### config.mk
export PLATFORM = sky130hd
export DESIGN_NAME = stp_top
export DESIGN_NICKNAME = d
export VERILOG_FILES = /design/src/rtl/stp_pkg.sv /design/src/rtl/stp_top.sv
export SDC_FILE = /design/constraint.sdc
export NUM_CORES = 1
export LEC_CHECK = 0
export ABC_AREA = 0
export BUFFER_PORTS_ARGS = -buffer_cell sky130_fd_sc_hd__buf_2
export CORE_AREA = 2 2 181 183
export CTS_CLUSTER_SIZE = 25
export DETAILED_ROUTE_END_ITERATION = 6
export DIE_AREA = 0 0 183 185
export SLEW_MARGIN = 15
export SYNTH_ARGS = -nofsm -noshare
export SYNTH_HDL_FRONTEND = slang
export SYNTH_SLANG_ARGS = --single-unit
### constraint.sdc
create_clock -name CLK -period 3.9 [get_ports CLK]
set_input_delay 0.195 -clock CLK [delete_from_list [all_inputs] [get_ports CLK]]
set_output_delay 0.195 -clock CLK [all_outputs]
set_load 0.1 [all_outputs]
### src/rtl/stp_pkg.sv
// constants, field layout and pixel carrier of the test pattern generator
// assumes one 125 MHz clock and register offsets as seen on the serial port
`default_nettype none
package stp_pkg;
    localparam int REG_COUNT = 8;
    localparam logic [6:0] ADDR_RESERVED_A = 7'h36;
    localparam logic [6:0] ADDR_RESERVED_B = 7'h37;
    localparam logic [6:0] ADDR_CONTROL = 7'h38;
    localparam logic [6:0] ADDR_FIXED_HIGH = 7'h39;
    localparam logic [6:0] ADDR_FIXED_LOW = 7'h3a;
    localparam logic [6:0] ADDR_PITCH = 7'h3b;
    localparam logic [6:0] ADDR_STEP = 7'h3c;
    localparam logic [6:0] ADDR_DELAY = 7'h3d;
    localparam logic [6:0] ADDR_LAST = 7'h3f;
    localparam logic [7:0] RESET_VALUE = 8'h00;
    localparam int BIT_OUT_SELECT = 7;
    localparam int BIT_KIND_HI = 6;
    localparam int BIT_KIND_LO = 5;
    localparam int BIT_COLOR_HI = 4;
    localparam int BIT_COLOR_LO = 3;
    localparam int FRAME_BITS = 16;
    localparam logic [9:0] FULL_SCALE = 10'h3ff;
    typedef enum logic [1:0] {
        KIND_FIXED,
        KIND_MAIN_GRAD,
        KIND_SUB_GRAD,
        KIND_GRID
    } stp_kind_t;
    typedef struct packed {
        logic [9:0] red;
        logic [9:0] green;
        logic [9:0] blue;
    } stp_pix_t;
endpackage : stp_pkg
`default_nettype wire

### src/rtl/stp_top.sv
// test pattern generator with its serial register port
// assumes pixel data and valid come from logic on CLK; serial pins and
// line pulses are asynchronous and are synchronised here
`default_nettype none
module stp_top
    import stp_pkg::*;
(
    input wire logic CLK, // sampling clock
    input wire logic RESET_N, // async reset
    input wire logic SERIAL_SELECT_N, // serial frame select
    input wire logic SCLK, // serial clock pin
    input wire logic SERIAL_IN, // serial data from host
    output logic SERIAL_OUT, // serial read data
    input wire logic LINE_CLAMP_PULSE, // once per line
    input wire logic BLACK_WINDOW_PULSE, // start of black pixels
    input wire stp_pix_t PIX_IN, // converted pixels
    input wire logic PIX_IN_VALID, // converted pixel strobe
    output stp_pix_t PIX_OUT, // pixels to downstream
    output logic PIX_OUT_VALID // output pixel strobe
);
    // pin synchronisers, stage three is only an edge reference
    logic [2:0] sel_sync_reg, sclk_sync_reg, sdi_sync_reg;
    logic [2:0] clamp_sync_reg, bwin_sync_reg;
    always_ff @(posedge CLK or negedge RESET_N) begin
        if (!RESET_N) begin
            sel_sync_reg <= 3'h7;
            sclk_sync_reg <= 3'h0;
            sdi_sync_reg <= 3'h0;
            clamp_sync_reg <= 3'h0;
            bwin_sync_reg <= 3'h0;
        end else begin
            sel_sync_reg <= {sel_sync_reg[1:0], SERIAL_SELECT_N};
            sclk_sync_reg <= {sclk_sync_reg[1:0], SCLK};
            sdi_sync_reg <= {sdi_sync_reg[1:0], SERIAL_IN};
            clamp_sync_reg <= {clamp_sync_reg[1:0], LINE_CLAMP_PULSE};
            bwin_sync_reg <= {bwin_sync_reg[1:0], BLACK_WINDOW_PULSE};
        end
    end
    wire sel_act = ~sel_sync_reg[1];
    wire sdi_s = sdi_sync_reg[1];
    wire sclk_rise = sclk_sync_reg[1] & ~sclk_sync_reg[2];
    wire sclk_fall = ~sclk_sync_reg[1] & sclk_sync_reg[2];
    wire line_edge = clamp_sync_reg[1] & ~clamp_sync_reg[2];
    wire bwin_edge = bwin_sync_reg[1] & ~bwin_sync_reg[2];

    // serial frame: r/w bit (1 = read), 7-bit address, 8 data bits, msb first
    logic [15:0] shift_in_reg;
    logic [4:0] bit_cnt_reg;
    logic [7:0] out_shift_reg;
    logic sdo_reg;
    logic [7:0] reg_mem [REG_COUNT];
    wire [6:0] rd_addr = {shift_in_reg[5:0], sdi_s};
    wire rd_req = sel_act & sclk_rise & (bit_cnt_reg == 5'd7) &
                  shift_in_reg[6];
    wire [6:0] wr_addr = shift_in_reg[13:7];
    wire [7:0] wr_data = {shift_in_reg[6:0], sdi_s};
    wire wr_req = sel_act & sclk_rise & (bit_cnt_reg == 5'd15) &
                  ~shift_in_reg[14];

    function automatic logic in_map(input logic [6:0] a);
        return (a >= ADDR_RESERVED_A) && (a <= ADDR_DELAY);
    endfunction : in_map

    // unmapped and trailing reserved offsets read zero
    wire [7:0] rd_data = in_map(rd_addr) ?
                         reg_mem[3'(rd_addr - ADDR_RESERVED_A)] : 8'h00;
    wire [2:0] wr_idx = 3'(wr_addr - ADDR_RESERVED_A);

    always_ff @(posedge CLK or negedge RESET_N) begin
        if (!RESET_N) begin
            shift_in_reg <= 16'h0000;
            bit_cnt_reg <= 5'd0;
        end else if (!sel_act) begin
            bit_cnt_reg <= 5'd0;
        end else if (sclk_rise && bit_cnt_reg != 5'(FRAME_BITS)) begin
            shift_in_reg <= {shift_in_reg[14:0], sdi_s};
            bit_cnt_reg <= bit_cnt_reg + 5'd1;
        end
    end

    always_ff @(posedge CLK or negedge RESET_N) begin
        if (!RESET_N) begin
            out_shift_reg <= 8'h00;
            sdo_reg <= 1'b0;
        end else if (!sel_act) begin
            out_shift_reg <= 8'h00;
            sdo_reg <= 1'b0;
        end else if (rd_req) begin
            out_shift_reg <= rd_data;
        end else if (sclk_fall) begin
            sdo_reg <= out_shift_reg[7];
            out_shift_reg <= {out_shift_reg[6:0], 1'b0};
        end
    end
    assign SERIAL_OUT = sdo_reg;

    // leading reserved words 0x36 and 0x37 are kept writable; the host is trusted to leave them
    always_ff @(posedge CLK or negedge RESET_N) begin
        if (!RESET_N) begin
            for (int i = 0; i < REG_COUNT; i++) reg_mem[i] <= RESET_VALUE;
        end else if (wr_req && in_map(wr_addr)) begin
            reg_mem[wr_idx] <= wr_data;
        end
    end

    wire [7:0] ctl = reg_mem[3'(ADDR_CONTROL - ADDR_RESERVED_A)];
    wire pat_on = ctl[BIT_OUT_SELECT];
    wire [1:0] kind = ctl[BIT_KIND_HI:BIT_KIND_LO];
    wire [1:0] color_sel = ctl[BIT_COLOR_HI:BIT_COLOR_LO];
    wire [9:0] fixed_code = {reg_mem[3'(ADDR_FIXED_HIGH - ADDR_RESERVED_A)],
        reg_mem[3'(ADDR_FIXED_LOW - ADDR_RESERVED_A)][7:6]};
    wire [7:0] pitch = reg_mem[3'(ADDR_PITCH - ADDR_RESERVED_A)];
    wire [7:0] step = reg_mem[3'(ADDR_STEP - ADDR_RESERVED_A)];
    wire [3:0] delay = reg_mem[3'(ADDR_DELAY - ADDR_RESERVED_A)][3:0];
    // a pitch of zero behaves as one, so the pattern never freezes
    wire [7:0] pitch_last = (pitch == 8'h00) ? 8'h00 : pitch - 8'h01;

    function automatic logic [17:0] advance(input logic [7:0] cnt,
                                            input logic [9:0] code,
                                            input logic [7:0] last,
                                            input logic [7:0] inc);
        if (cnt >= last) return {8'h00, 10'(code + {2'b00, inc})};
        return {8'(cnt + 8'h01), code};
    endfunction : advance

    // pixel position restarts at the black window and at each line
    logic [7:0] pix_pitch_reg;
    logic [9:0] pix_code_reg;
    always_ff @(posedge CLK or negedge RESET_N) begin
        if (!RESET_N) begin
            pix_pitch_reg <= 8'h00;
            pix_code_reg <= 10'h000;
        end else if (line_edge || bwin_edge) begin
            pix_pitch_reg <= 8'h00;
            pix_code_reg <= 10'h000;
        end else if (PIX_IN_VALID) begin
            {pix_pitch_reg, pix_code_reg} <=
                advance(pix_pitch_reg, pix_code_reg, pitch_last, step);
        end
    end

    // lines since pattern enable, saturating past the largest stagger
    logic [5:0] line_cnt_reg;
    logic [7:0] ln_pitch_reg [3];
    logic [9:0] ln_code_reg [3];
    logic [2:0] started;
    always_comb begin
        for (int c = 0; c < 3; c++)
            started[c] = line_cnt_reg >= 6'(c * delay);
    end
    always_ff @(posedge CLK or negedge RESET_N) begin
        if (!RESET_N) begin
            line_cnt_reg <= 6'd0;
        end else if (!pat_on) begin
            line_cnt_reg <= 6'd0;
        end else if (line_edge && line_cnt_reg != 6'h3f) begin
            line_cnt_reg <= line_cnt_reg + 6'd1;
        end
    end
    always_ff @(posedge CLK or negedge RESET_N) begin
        if (!RESET_N) begin
            for (int c = 0; c < 3; c++) begin
                ln_pitch_reg[c] <= 8'h00;
                ln_code_reg[c] <= 10'h000;
            end
        end else begin
            for (int c = 0; c < 3; c++) begin
                if (!pat_on || !started[c]) begin
                    ln_pitch_reg[c] <= 8'h00;
                    ln_code_reg[c] <= 10'h000;
                end else if (line_edge) begin
                    {ln_pitch_reg[c], ln_code_reg[c]} <= advance(
                        ln_pitch_reg[c], ln_code_reg[c], pitch_last, step);
                end
            end
        end
    end

    // per colour pattern value; colour 0 red, 1 green, 2 blue
    logic [9:0] pat [3];
    always_comb begin
        for (int c = 0; c < 3; c++) begin
            case (stp_kind_t'(kind))
                KIND_FIXED: pat[c] = fixed_code;
                KIND_MAIN_GRAD: pat[c] = pix_code_reg;
                KIND_SUB_GRAD: pat[c] = ln_code_reg[c];
                KIND_GRID: pat[c] = (pix_pitch_reg == 8'h00 ||
                    ln_pitch_reg[c] == 8'h00) ? FULL_SCALE : fixed_code;
                default: pat[c] = fixed_code;
            endcase
            if ((color_sel != 2'b00 && color_sel != 2'(c + 1)) ||
                !started[c])
                pat[c] = FULL_SCALE;
        end
    end
    wire stp_pix_t pat_pix = '{red: pat[0], green: pat[1], blue: pat[2]};

    stp_pix_t pix_out_reg;
    logic pix_valid_reg;
    always_ff @(posedge CLK or negedge RESET_N) begin
        if (!RESET_N) begin
            pix_out_reg <= '0;
            pix_valid_reg <= 1'b0;
        end else begin
            pix_valid_reg <= PIX_IN_VALID;
            if (PIX_IN_VALID) pix_out_reg <= pat_on ? pat_pix : PIX_IN;
        end
    end
    assign PIX_OUT = pix_out_reg;
    assign PIX_OUT_VALID = pix_valid_reg;
endmodule : stp_top
`default_nettype wire

-- Word level (Yosys, flattened, before mapping)
Index checks and enable logic that the tools add are counted.
- register bits: 215
- word-level logic and storage cells: 197
- bitwise operators: 17
- muxes and demuxes: 64
- add/subtract/negate cells: 13
- equal/unequal tests: 12
- magnitude comparators: 14
- reduce and logical (&&, ||, !) cells: 47
- operators with widths (kind ; number):
    two-way mux 18 bit ; 8
    two-way mux 10 bit ; 14
    two-way mux 8 bit ; 16
    case mux 10 bit (4 select lines) ; 3
    bitwise mux 64 bit ; 1
    adder 10 x 8 -> 10 bit ; 4
    zero test 8 bit ; 5
    adder 8 x 1 -> 8 bit, second input constant ; 4
    greater-or-equal comparator 8 bit ; 4
    two-way mux 30 bit ; 1
    binary-select mux 8 bit (select 3 bit) ; 1
    demux 8 bit (select 3 bit) ; 1
    nonzero test 2 bit ; 11
    two-way mux 1 bit ; 15
    greater-or-equal comparator 7 x 6 -> 1 bit, second input constant ; 2
    less-or-equal comparator 7 x 6 -> 1 bit, second input constant ; 2
    two-way mux 6 bit ; 2
    AND reduction 2 bit ; 6
    logical OR 1 bit ; 10
    two-way mux 5 bit ; 2
    AND 1 bit ; 9
    logical AND 1 bit ; 9
    greater-or-equal comparator 4 bit, second input constant ; 2
    NOT 3 -> 4 bit ; 2
    20 further kinds ; 33

-- Depth between registers and ports, before layout
Gate-level depths: netlist (run 1).
- depth after elaboration: 9
- gate-level depth with buffers: 13

-- Worst setup path before layout (run 1)
No wires, ideal clock.
- path kind: reg-to-reg
- start: reg reg_mem, in the netlist pitch[0]
- end: reg pix_code_reg[8]
- path slack: 1064 ps
- required time: 3821 ps
- arrival time: 2757 ps
- library setup time: 79 ps
- stages on the path, launching flop included: 13
- cells stage by stage: dfrtp_1 -> inv_1 -> ha_1 -> nand2_1 -> nor3_1 -> mux2i_1 -> ha_1 -> a211o_1 -> a21oi_1 -> a21oi_1 -> nand3_1 -> or4_1 -> a21oi_1
- longest elaborated chain between the ends: 8
- elaborated cells between the ends (all ways): 9
- those cells by class: add/sub: 1; order compare: 1; mux: 4; reduce/logical: 3
- RTL lines (what ; line ; source):
    from (decl) ; stp_top.sv:51 ; logic [7:0] reg_mem [REG_COUNT];
    from (signal, indexed assignment) ; stp_top.sv:102 ; reg_mem[wr_idx] <= wr_data;
    subtractor 8 x 1 -> 8 bit / zero test 8 bit (equally long branches) ; stp_top.sv:116 ; wire [7:0] pitch_last = (pitch == 8'h00) ? 8'h00 : pitch - 8'h01;
    two-way mux 8 bit (*) ; stp_top.sv:116 ;
    greater-or-equal comparator 8 bit (*) ; stp_top.sv:122 ; if (cnt >= last) return {8'h00, 10'(code + {2'b00, inc})};
    two-way mux 1 bit (*) ; stp_top.sv:122 ;
    two-way mux 1 bit (*) ; stp_top.sv:136 ; end else if (PIX_IN_VALID) begin
    two-way mux 1 bit (*) ; stp_top.sv:133 ; end else if (line_edge || bwin_edge) begin
    nonzero test 2 bit (no source line) (*) ; - ;
    AND reduction 2 bit (no source line) (*) ; - ;
    to (signal assigned) ; stp_top.sv:137 ; {pix_pitch_reg, pix_code_reg} <=
    to (decl) ; stp_top.sv:128 ; logic [9:0] pix_code_reg;
Every way passes the cells marked *; elsewhere a longest branch is shown, timed or not. The select of a mux whose other input is x is not followed.
A chain may end at the register's enable or synchronous reset.

-- Worst setup path in the final report (run 1)
Ends and elaborated chain as after synthesis.

==> results of run 1 <==
-- power by group through the flow --
stage / Combinational, mW / Sequential, mW / Clock [mW]
floorplan: 0.251 / 2.59 / 0
global placement: 0.536 / 2.48 / 0
detailed placement: 0.540 / 2.48 / 0
CTS: 0.562 / 2.44 / 2.57
global route: 0.593 / 2.46 / 2.66
finish: 0.553 / 2.45 / 2.52
-- worst reg2reg max path, cell delays in order, from the launching register on --
cell      delay (ns)
dfrtp_1         0.41
nor4_1          0.50
o21ai_0         0.38
ha_1            0.38
o21ai_0         0.07
o211ai_1        0.46
nand3_1         0.13
buf_4           0.22
or4_1           0.51
a21oi_1         0.18
-- synth_stat cells (all sizes together) (5+ instances only) --
library cell,instances
mux2,73
dfrtp,213
and3,13
o22ai,7
or3,12
a21oi,59
nand4b,5
o21ai,72
xnor2,24
nor4,5
nor2b,10
a31oi,17
mux2i,29
a211oi,13
nor3,16
buf,22
mux4,16
o31ai,14
and2,19
a21o,14
nor2,75
clkbuf,31
xor2,21
or4,6
nand2b,13
o21bai,5
nand3b,7
o21a,16
nand4,12
ha,90
inv,44
o2bb2ai,7
nand3,20
o221ai,28
o211ai,5
nand2,82
or2,7
a22o,33
-- metal layers --
metal	GRT usage (%)	wire, um
met5	0	0
met4	5.98	1050
met3	2.65	1600
met2	33.9	16100
met1	27.9	15500
-- cell type report --
type                       instances  area share (%)
multi-input combinational        885            47.1
sequential                       215            36.8
timing repair buffer             116            5.29
clock buffer                      31            4.78
tap                              408            3.49
clock inverter                    15            1.34
inverter                          44            1.13
-- per-stage QoR --
step | worst slack [ns] | utilization [%] | cells | hold WS (ns) | power [mW]
CTS | 0.549 | 45.6 | 1714 | 0.0175 | 5.58
detailed placement | 0.598 | 42.0 | 1642 | 0.301 | 3.02
global route | 0.250 | 45.6 | 1714 | 0.0419 | 5.71
global placement | 0.710 | 42.0 | 1642 | 0.299 | 3.02
floorplan | 1.06 | - | 1197 | -0.101 | 2.84
finish | 0.553 | 45.6 | 1714 | 0.0267 | 5.52
-- cell families after synthesis --
| group | share of synthesized area (%) |
|---|---|
| mux | 11.6 |
| buf+inv | 3.08 |
| xor+xnor | 3.11 |
| flops | 42.5 |
| simple gates | 12.8 |
| compound gates | 17.4 |
| fa+ha+maj | 9.52 |
-- how the worst min path moves through the flow --
stage	cells past startpoint	slack, ns	to	from
2_1_floorplan	0	-0.10	PIX_OUT[0]	RESET_N
3_3_place_gp	1	0.30	sel_sync_reg[0]	SERIAL_SELECT_N
3_5_place_dp	1	0.30	sel_sync_reg[0]	SERIAL_SELECT_N
4_1_cts	3	0.02	pix_pitch_reg[1]	PIX_IN_VALID
5_1_grt	3	0.04	pix_pitch_reg[1]	PIX_IN_VALID
6_report	3	0.03	pix_pitch_reg[1]	PIX_IN_VALID
==> out/summary.txt, run 1 <==
largest net degree at the start of global routing = 105
Clock Latency Late Sink = 0.54 ns
worst flop-to-flop path endpoint = pix_code_reg[8]
htree depth = 1
share of post-route cells with drive strength above 1 = 19.0%
startpoint types = flop
detailed-route via count = 9,803
Crit path max-delay family = simple AND/OR/NAND/NOR gates
Least-Margin Pin Slew = 0.880 ns
crit path buf inv count = 1
post-synth top area share = 42.1%
final setup vio count = 0
Post-Route WL = 34,300 um
vias per cell = 5.72
Comb power frac = 10.0%
status = finished clean
Max Cap Viol = 0
flop-to-flop setup slack = 0.55 ns
clk slew on worst S/H paths = 0.06 ns
Setup TNS = 0 ns
FF-to-FF Start = pitch[0]
EDFF count, synth = 0
reg2reg path depth = 9
Root Buffer = clkbuf_16
Core Region = 32,000 sq um
sequential fraction of the synthesis area = 42.5%
CTS tree = done
CP arrival = 3.79 ns
Sw Pwr = 1.52 mW
WP depth = 9
sequential share of power = 44.3%
number of diodes = 0
CP Max Fanout = 13
gpl congestion = 0.858
ys async rst share = 100%
sw frac = 27.5%
Die Ht = 185 um
I/O Buffers = 69
vias in the first global route = 9,620
area post-placement = 13,500 sq um
crit-path max cell delay = 0.51 ns
Cells after Synth = 1,197
worst path required time = 4.34 ns
first-pass GRT wire length = 54,200 um
starting density of the core = 39.5%
area occupied by multi-input gates = 6890 sq um
grt total ovfl = 0
post-CTS setup buffers = 0
Slew Limit Fails = 0
Critical path origin = pitch[0]
Clock power frac = 45.7%
RSZ-0062 raised after global routing = no
Final Instance Area = 14,600 sq um
Peak VDD IR = 0.000302 V
post-cts resize count = 0
drt first pass iters = 5
most common cell after layout, fill and taps aside = dfrtp_1
critical path class = flop to flop
Critical Path End = pix_code_reg[8]
final hold violations = 0
main flop type after synthesis = dfrtp_1
Yosys Warn Count = 0
area delta synth->final = 15.4%
cell breakdown of the critical path = nor4_1 > o21ai_0 > ha_1 > o21ai_0 > o211ai_1 > nand3_1 > buf_4 > or4_1 > a21oi_1
Num CTS Buffers = 25
most repeated library cell on the critical path = o21ai_0
PwrDens = 378 nW/um^2
# IOs = 70
ANT nets after route = 0
Int Pwr = 4.00 mW
Hold-fix buffers, CTS = 26
Mean Syn Cell Area = 10.6 sq um
Yosys reg bits = 215
Final Critical Period = 3.35 ns
WL/cell = 20.0 um
Reg area = 5380 sq um
drt drc = 0
period utilization = 85.8%
most area-consuming cells after synthesis = dfrtp_1 42%, ha_1 8.9%, mux2_2 6.5%
Mapped Area = 12,700 sq um
Yosys top cell by area = dfrtp_1
Die Wd = 183 um
Sink Count = 215
fmax = 0.299 GHz
die area = 33,900 sq um
Max clock buf depth = 3
initial antenna violation count = 0
Worst Skew = 0.0173 ns
Cell variety after synth = 77
CP Capture Type = flop
HPWL Detailed = 25,000 um
row count = 66
Slew HR = 41.3%
crit path max-delay cell type = or4_1
drt initial violations = 693
Post-Syn Nets = 1,329
final-layout fill cell count = 3,027
nets = 1,419
hold crit path type = input pin to flop
GRT Total Usage = 20.4%
leak pwr = 6.83 nW
most frequent cells in the layout = 212 x dfrtp_1, 90 x ha_1, 82 x nand2_1, 74 x nor2_1, 73 x mux2_2
Power figures use the tool's default switching activity.
==> inputs of run 2 (changes only) <==
- CORE_AREA: 2 2 181 183 -> 2 2 202 165
- DIE_AREA: 0 0 183 185 -> 0 0 204 167
==> run 2 against run 1 <==
Effect of this change:
- utilization fell by 0.21 points
- first-iteration DRC count up 24%
- critical path depth grew 2
- setup slack better by 0.020 ns
- design area is 0.46% lower
- clock power decreased by 11%
- sequential cell count unchanged
- cell count increased by 1.2%
==> out/summary.txt, run 2 (same netlist as run 1, synthesis figures left out) <==
status = finished clean
startpoint types = flop
crit path max-delay cell type = a2111oi_4
RSZ-0062 raised after global routing = no
Core Region = 32,000 sq um
Critical Path End = ln_code_reg[7]
Reg area = 5380 sq um
worst flop-to-flop path endpoint = ln_code_reg[7]
nets = 1,422
critical path class = flop to flop
clk slew on worst S/H paths = 0.06 ns
post-cts resize count = 0
M3 GR Usage = 2.27%
Max Cap Viol = 0
hold crit path type = input pin to flop
die area = 34,100 sq um
area delta synth->final = 14.9%
largest net degree at the start of global routing = 116
Num CTS Buffers = 25
Worst Skew = 0.00892 ns
WL/cell = 19.8 um
number of diodes = 0
M2 GR Usage = 29.2%
CP Max Fanout = 9
Setup TNS = 0 ns
Post-Route WL = 34,400 um
Max clock buf depth = 3
first-pass GRT wire length = 54,500 um
area occupied by multi-input gates = 6890 sq um
final std cells w/o fill = 1,734
CTS tree = done
final-layout fill cell count = 3,036
Final Critical Period = 3.33 ns
most repeated library cell on the critical path = ha_1
gpl congestion = 0.892
ANT nets after route = 0
vias per cell = 5.69
CP arrival = 3.79 ns
initial antenna violation count = 0
period utilization = 85.3%
FF-to-FF Start = pitch[0]
PwrDens = 361 nW/um^2
row count = 59
Slew HR = 40.5%
vias in the first global route = 9,414
met1 track demand over resource = 31.8%
Slew Limit Fails = 0
worst path required time = 4.36 ns
final hold violations = 0
I/O Buffers = 69
most common cell after layout, fill and taps aside = dfrtp_1
Clock Latency Late Sink = 0.53 ns
cell breakdown of the critical path = inv_1 > ha_1 > nand4b_1 > and2_1 > ha_1 > nand2b_1 > a2111oi_2 > nor4_2 > a2111oi_4 > o21a_2 > a22o_1
CP Capture Type = flop
reg2reg path depth = 11
Peak VDD IR = 0.000240 V
GRT Total Usage = 20.2%
# IOs = 70
Root Buffer = clkbuf_16
crit-path max cell delay = 0.51 ns
Critical path origin = pitch[0]
Die Wd = 204 um
grt total ovfl = 0
flop-to-flop setup slack = 0.57 ns
Least-Margin Pin Slew = 0.892 ns
share of post-route cells with drive strength above 1 = 18.2%
Sink Count = 215
HPWL Detailed = 25,100 um
most frequent cells in the layout = 212 x dfrtp_1, 90 x ha_1, 82 x nand2_1, 74 x nor2_1, 73 x mux2_2
Most Crowded Layer GR = met1
Die Ht = 167 um
drt initial violations = 861
drt first pass iters = 6
leak pwr = 6.78 nW
detailed-route via count = 9,872
fmax = 0.301 GHz
drt drc = 0
htree depth = 1
starting density of the core = 39.5%
final setup vio count = 0
Cells after DPL = 1,663
run 2: cell count changes in the layout (fill, tap and decap cells not counted), sizes merged:
cell / change
buf: +2
bufinv: -3
clkbuf: +8
clkinv: -5
clkinvlp: -1
dlygate4sd3: +1
inv: -1
run 2: cell type report:
cell class	instances	share of cell area (%)
inverter	44	1.14
timing repair buffer	119	5.57
tap	427	3.67
clock inverter	5	0.396
sequential	215	37.0
clock buffer	39	4.87
multi-input combinational	885	47.4
run 2: metal layers:
metal  vias to the layer above  part of all wire (%)  wire length (um)
met4                         0                   2.6               904
met5                         -                     0                 0
met1                      4847                    50             17200
met3                        56                   5.9              2020
li1                       4650                     -                 -
met2                       319                    42             14300
run 2: worst max-delay path, delay by kind of cell, from the launching register on:
family                   cells  cell delay (ns)
AO/OA/AOI/OAI                4             1.39
buffers and inverters        1             0.10
adder cells (fa/ha/maj)      2             0.53
flip-flops                   1             0.40
AND/OR/NAND/NOR              4             0.83
run 2: worst min-delay path by stage:
stage,from,end,depth (start not counted)
after floorplan,RESET_N,PIX_OUT[0],0
after global placement,SERIAL_SELECT_N,sel_sync_reg[0],1
after detailed placement,LINE_CLAMP_PULSE,clamp_sync_reg[0],1
after CTS,PIX_IN[17],PIX_OUT[17],4
after global routing,PIX_IN[19],PIX_OUT[19],4
final,PIX_IN[17],PIX_OUT[17],4
run 2: metrics by stage:
stage | hold slack (ns) | total power [mW] | utilization [%] | worst slack, ns | instance area [sq um]
6_report | 0.0674 | 5.26 | 45.4 | 0.573 | 14600
5_1_grt | 0.0995 | 5.44 | 45.4 | 0.267 | 14600
4_1_cts | 0.0556 | 5.31 | 45.4 | 0.623 | 14600
3_5_place_dp | 0.304 | 3.03 | 42.2 | 0.652 | 13500
3_3_place_gp | 0.302 | 3.02 | 42.2 | 0.741 | 13500
2_1_floorplan | -0.101 | 2.84 | - | 1.06 | 12700
run 2: what timing repair did:
action | 4_1_cts | 5_1_grt
endpoints found under the hold margin | 138 | 0
hold buffers | 27 | 0
buffers inserted | 0 | 0
run 2: where the power goes:
part	total, mW	internal, mW	switching, mW
Sequential	2.47	2.30	0.163
Combinational	0.550	0.162	0.388
Clock	2.24	1.31	0.935
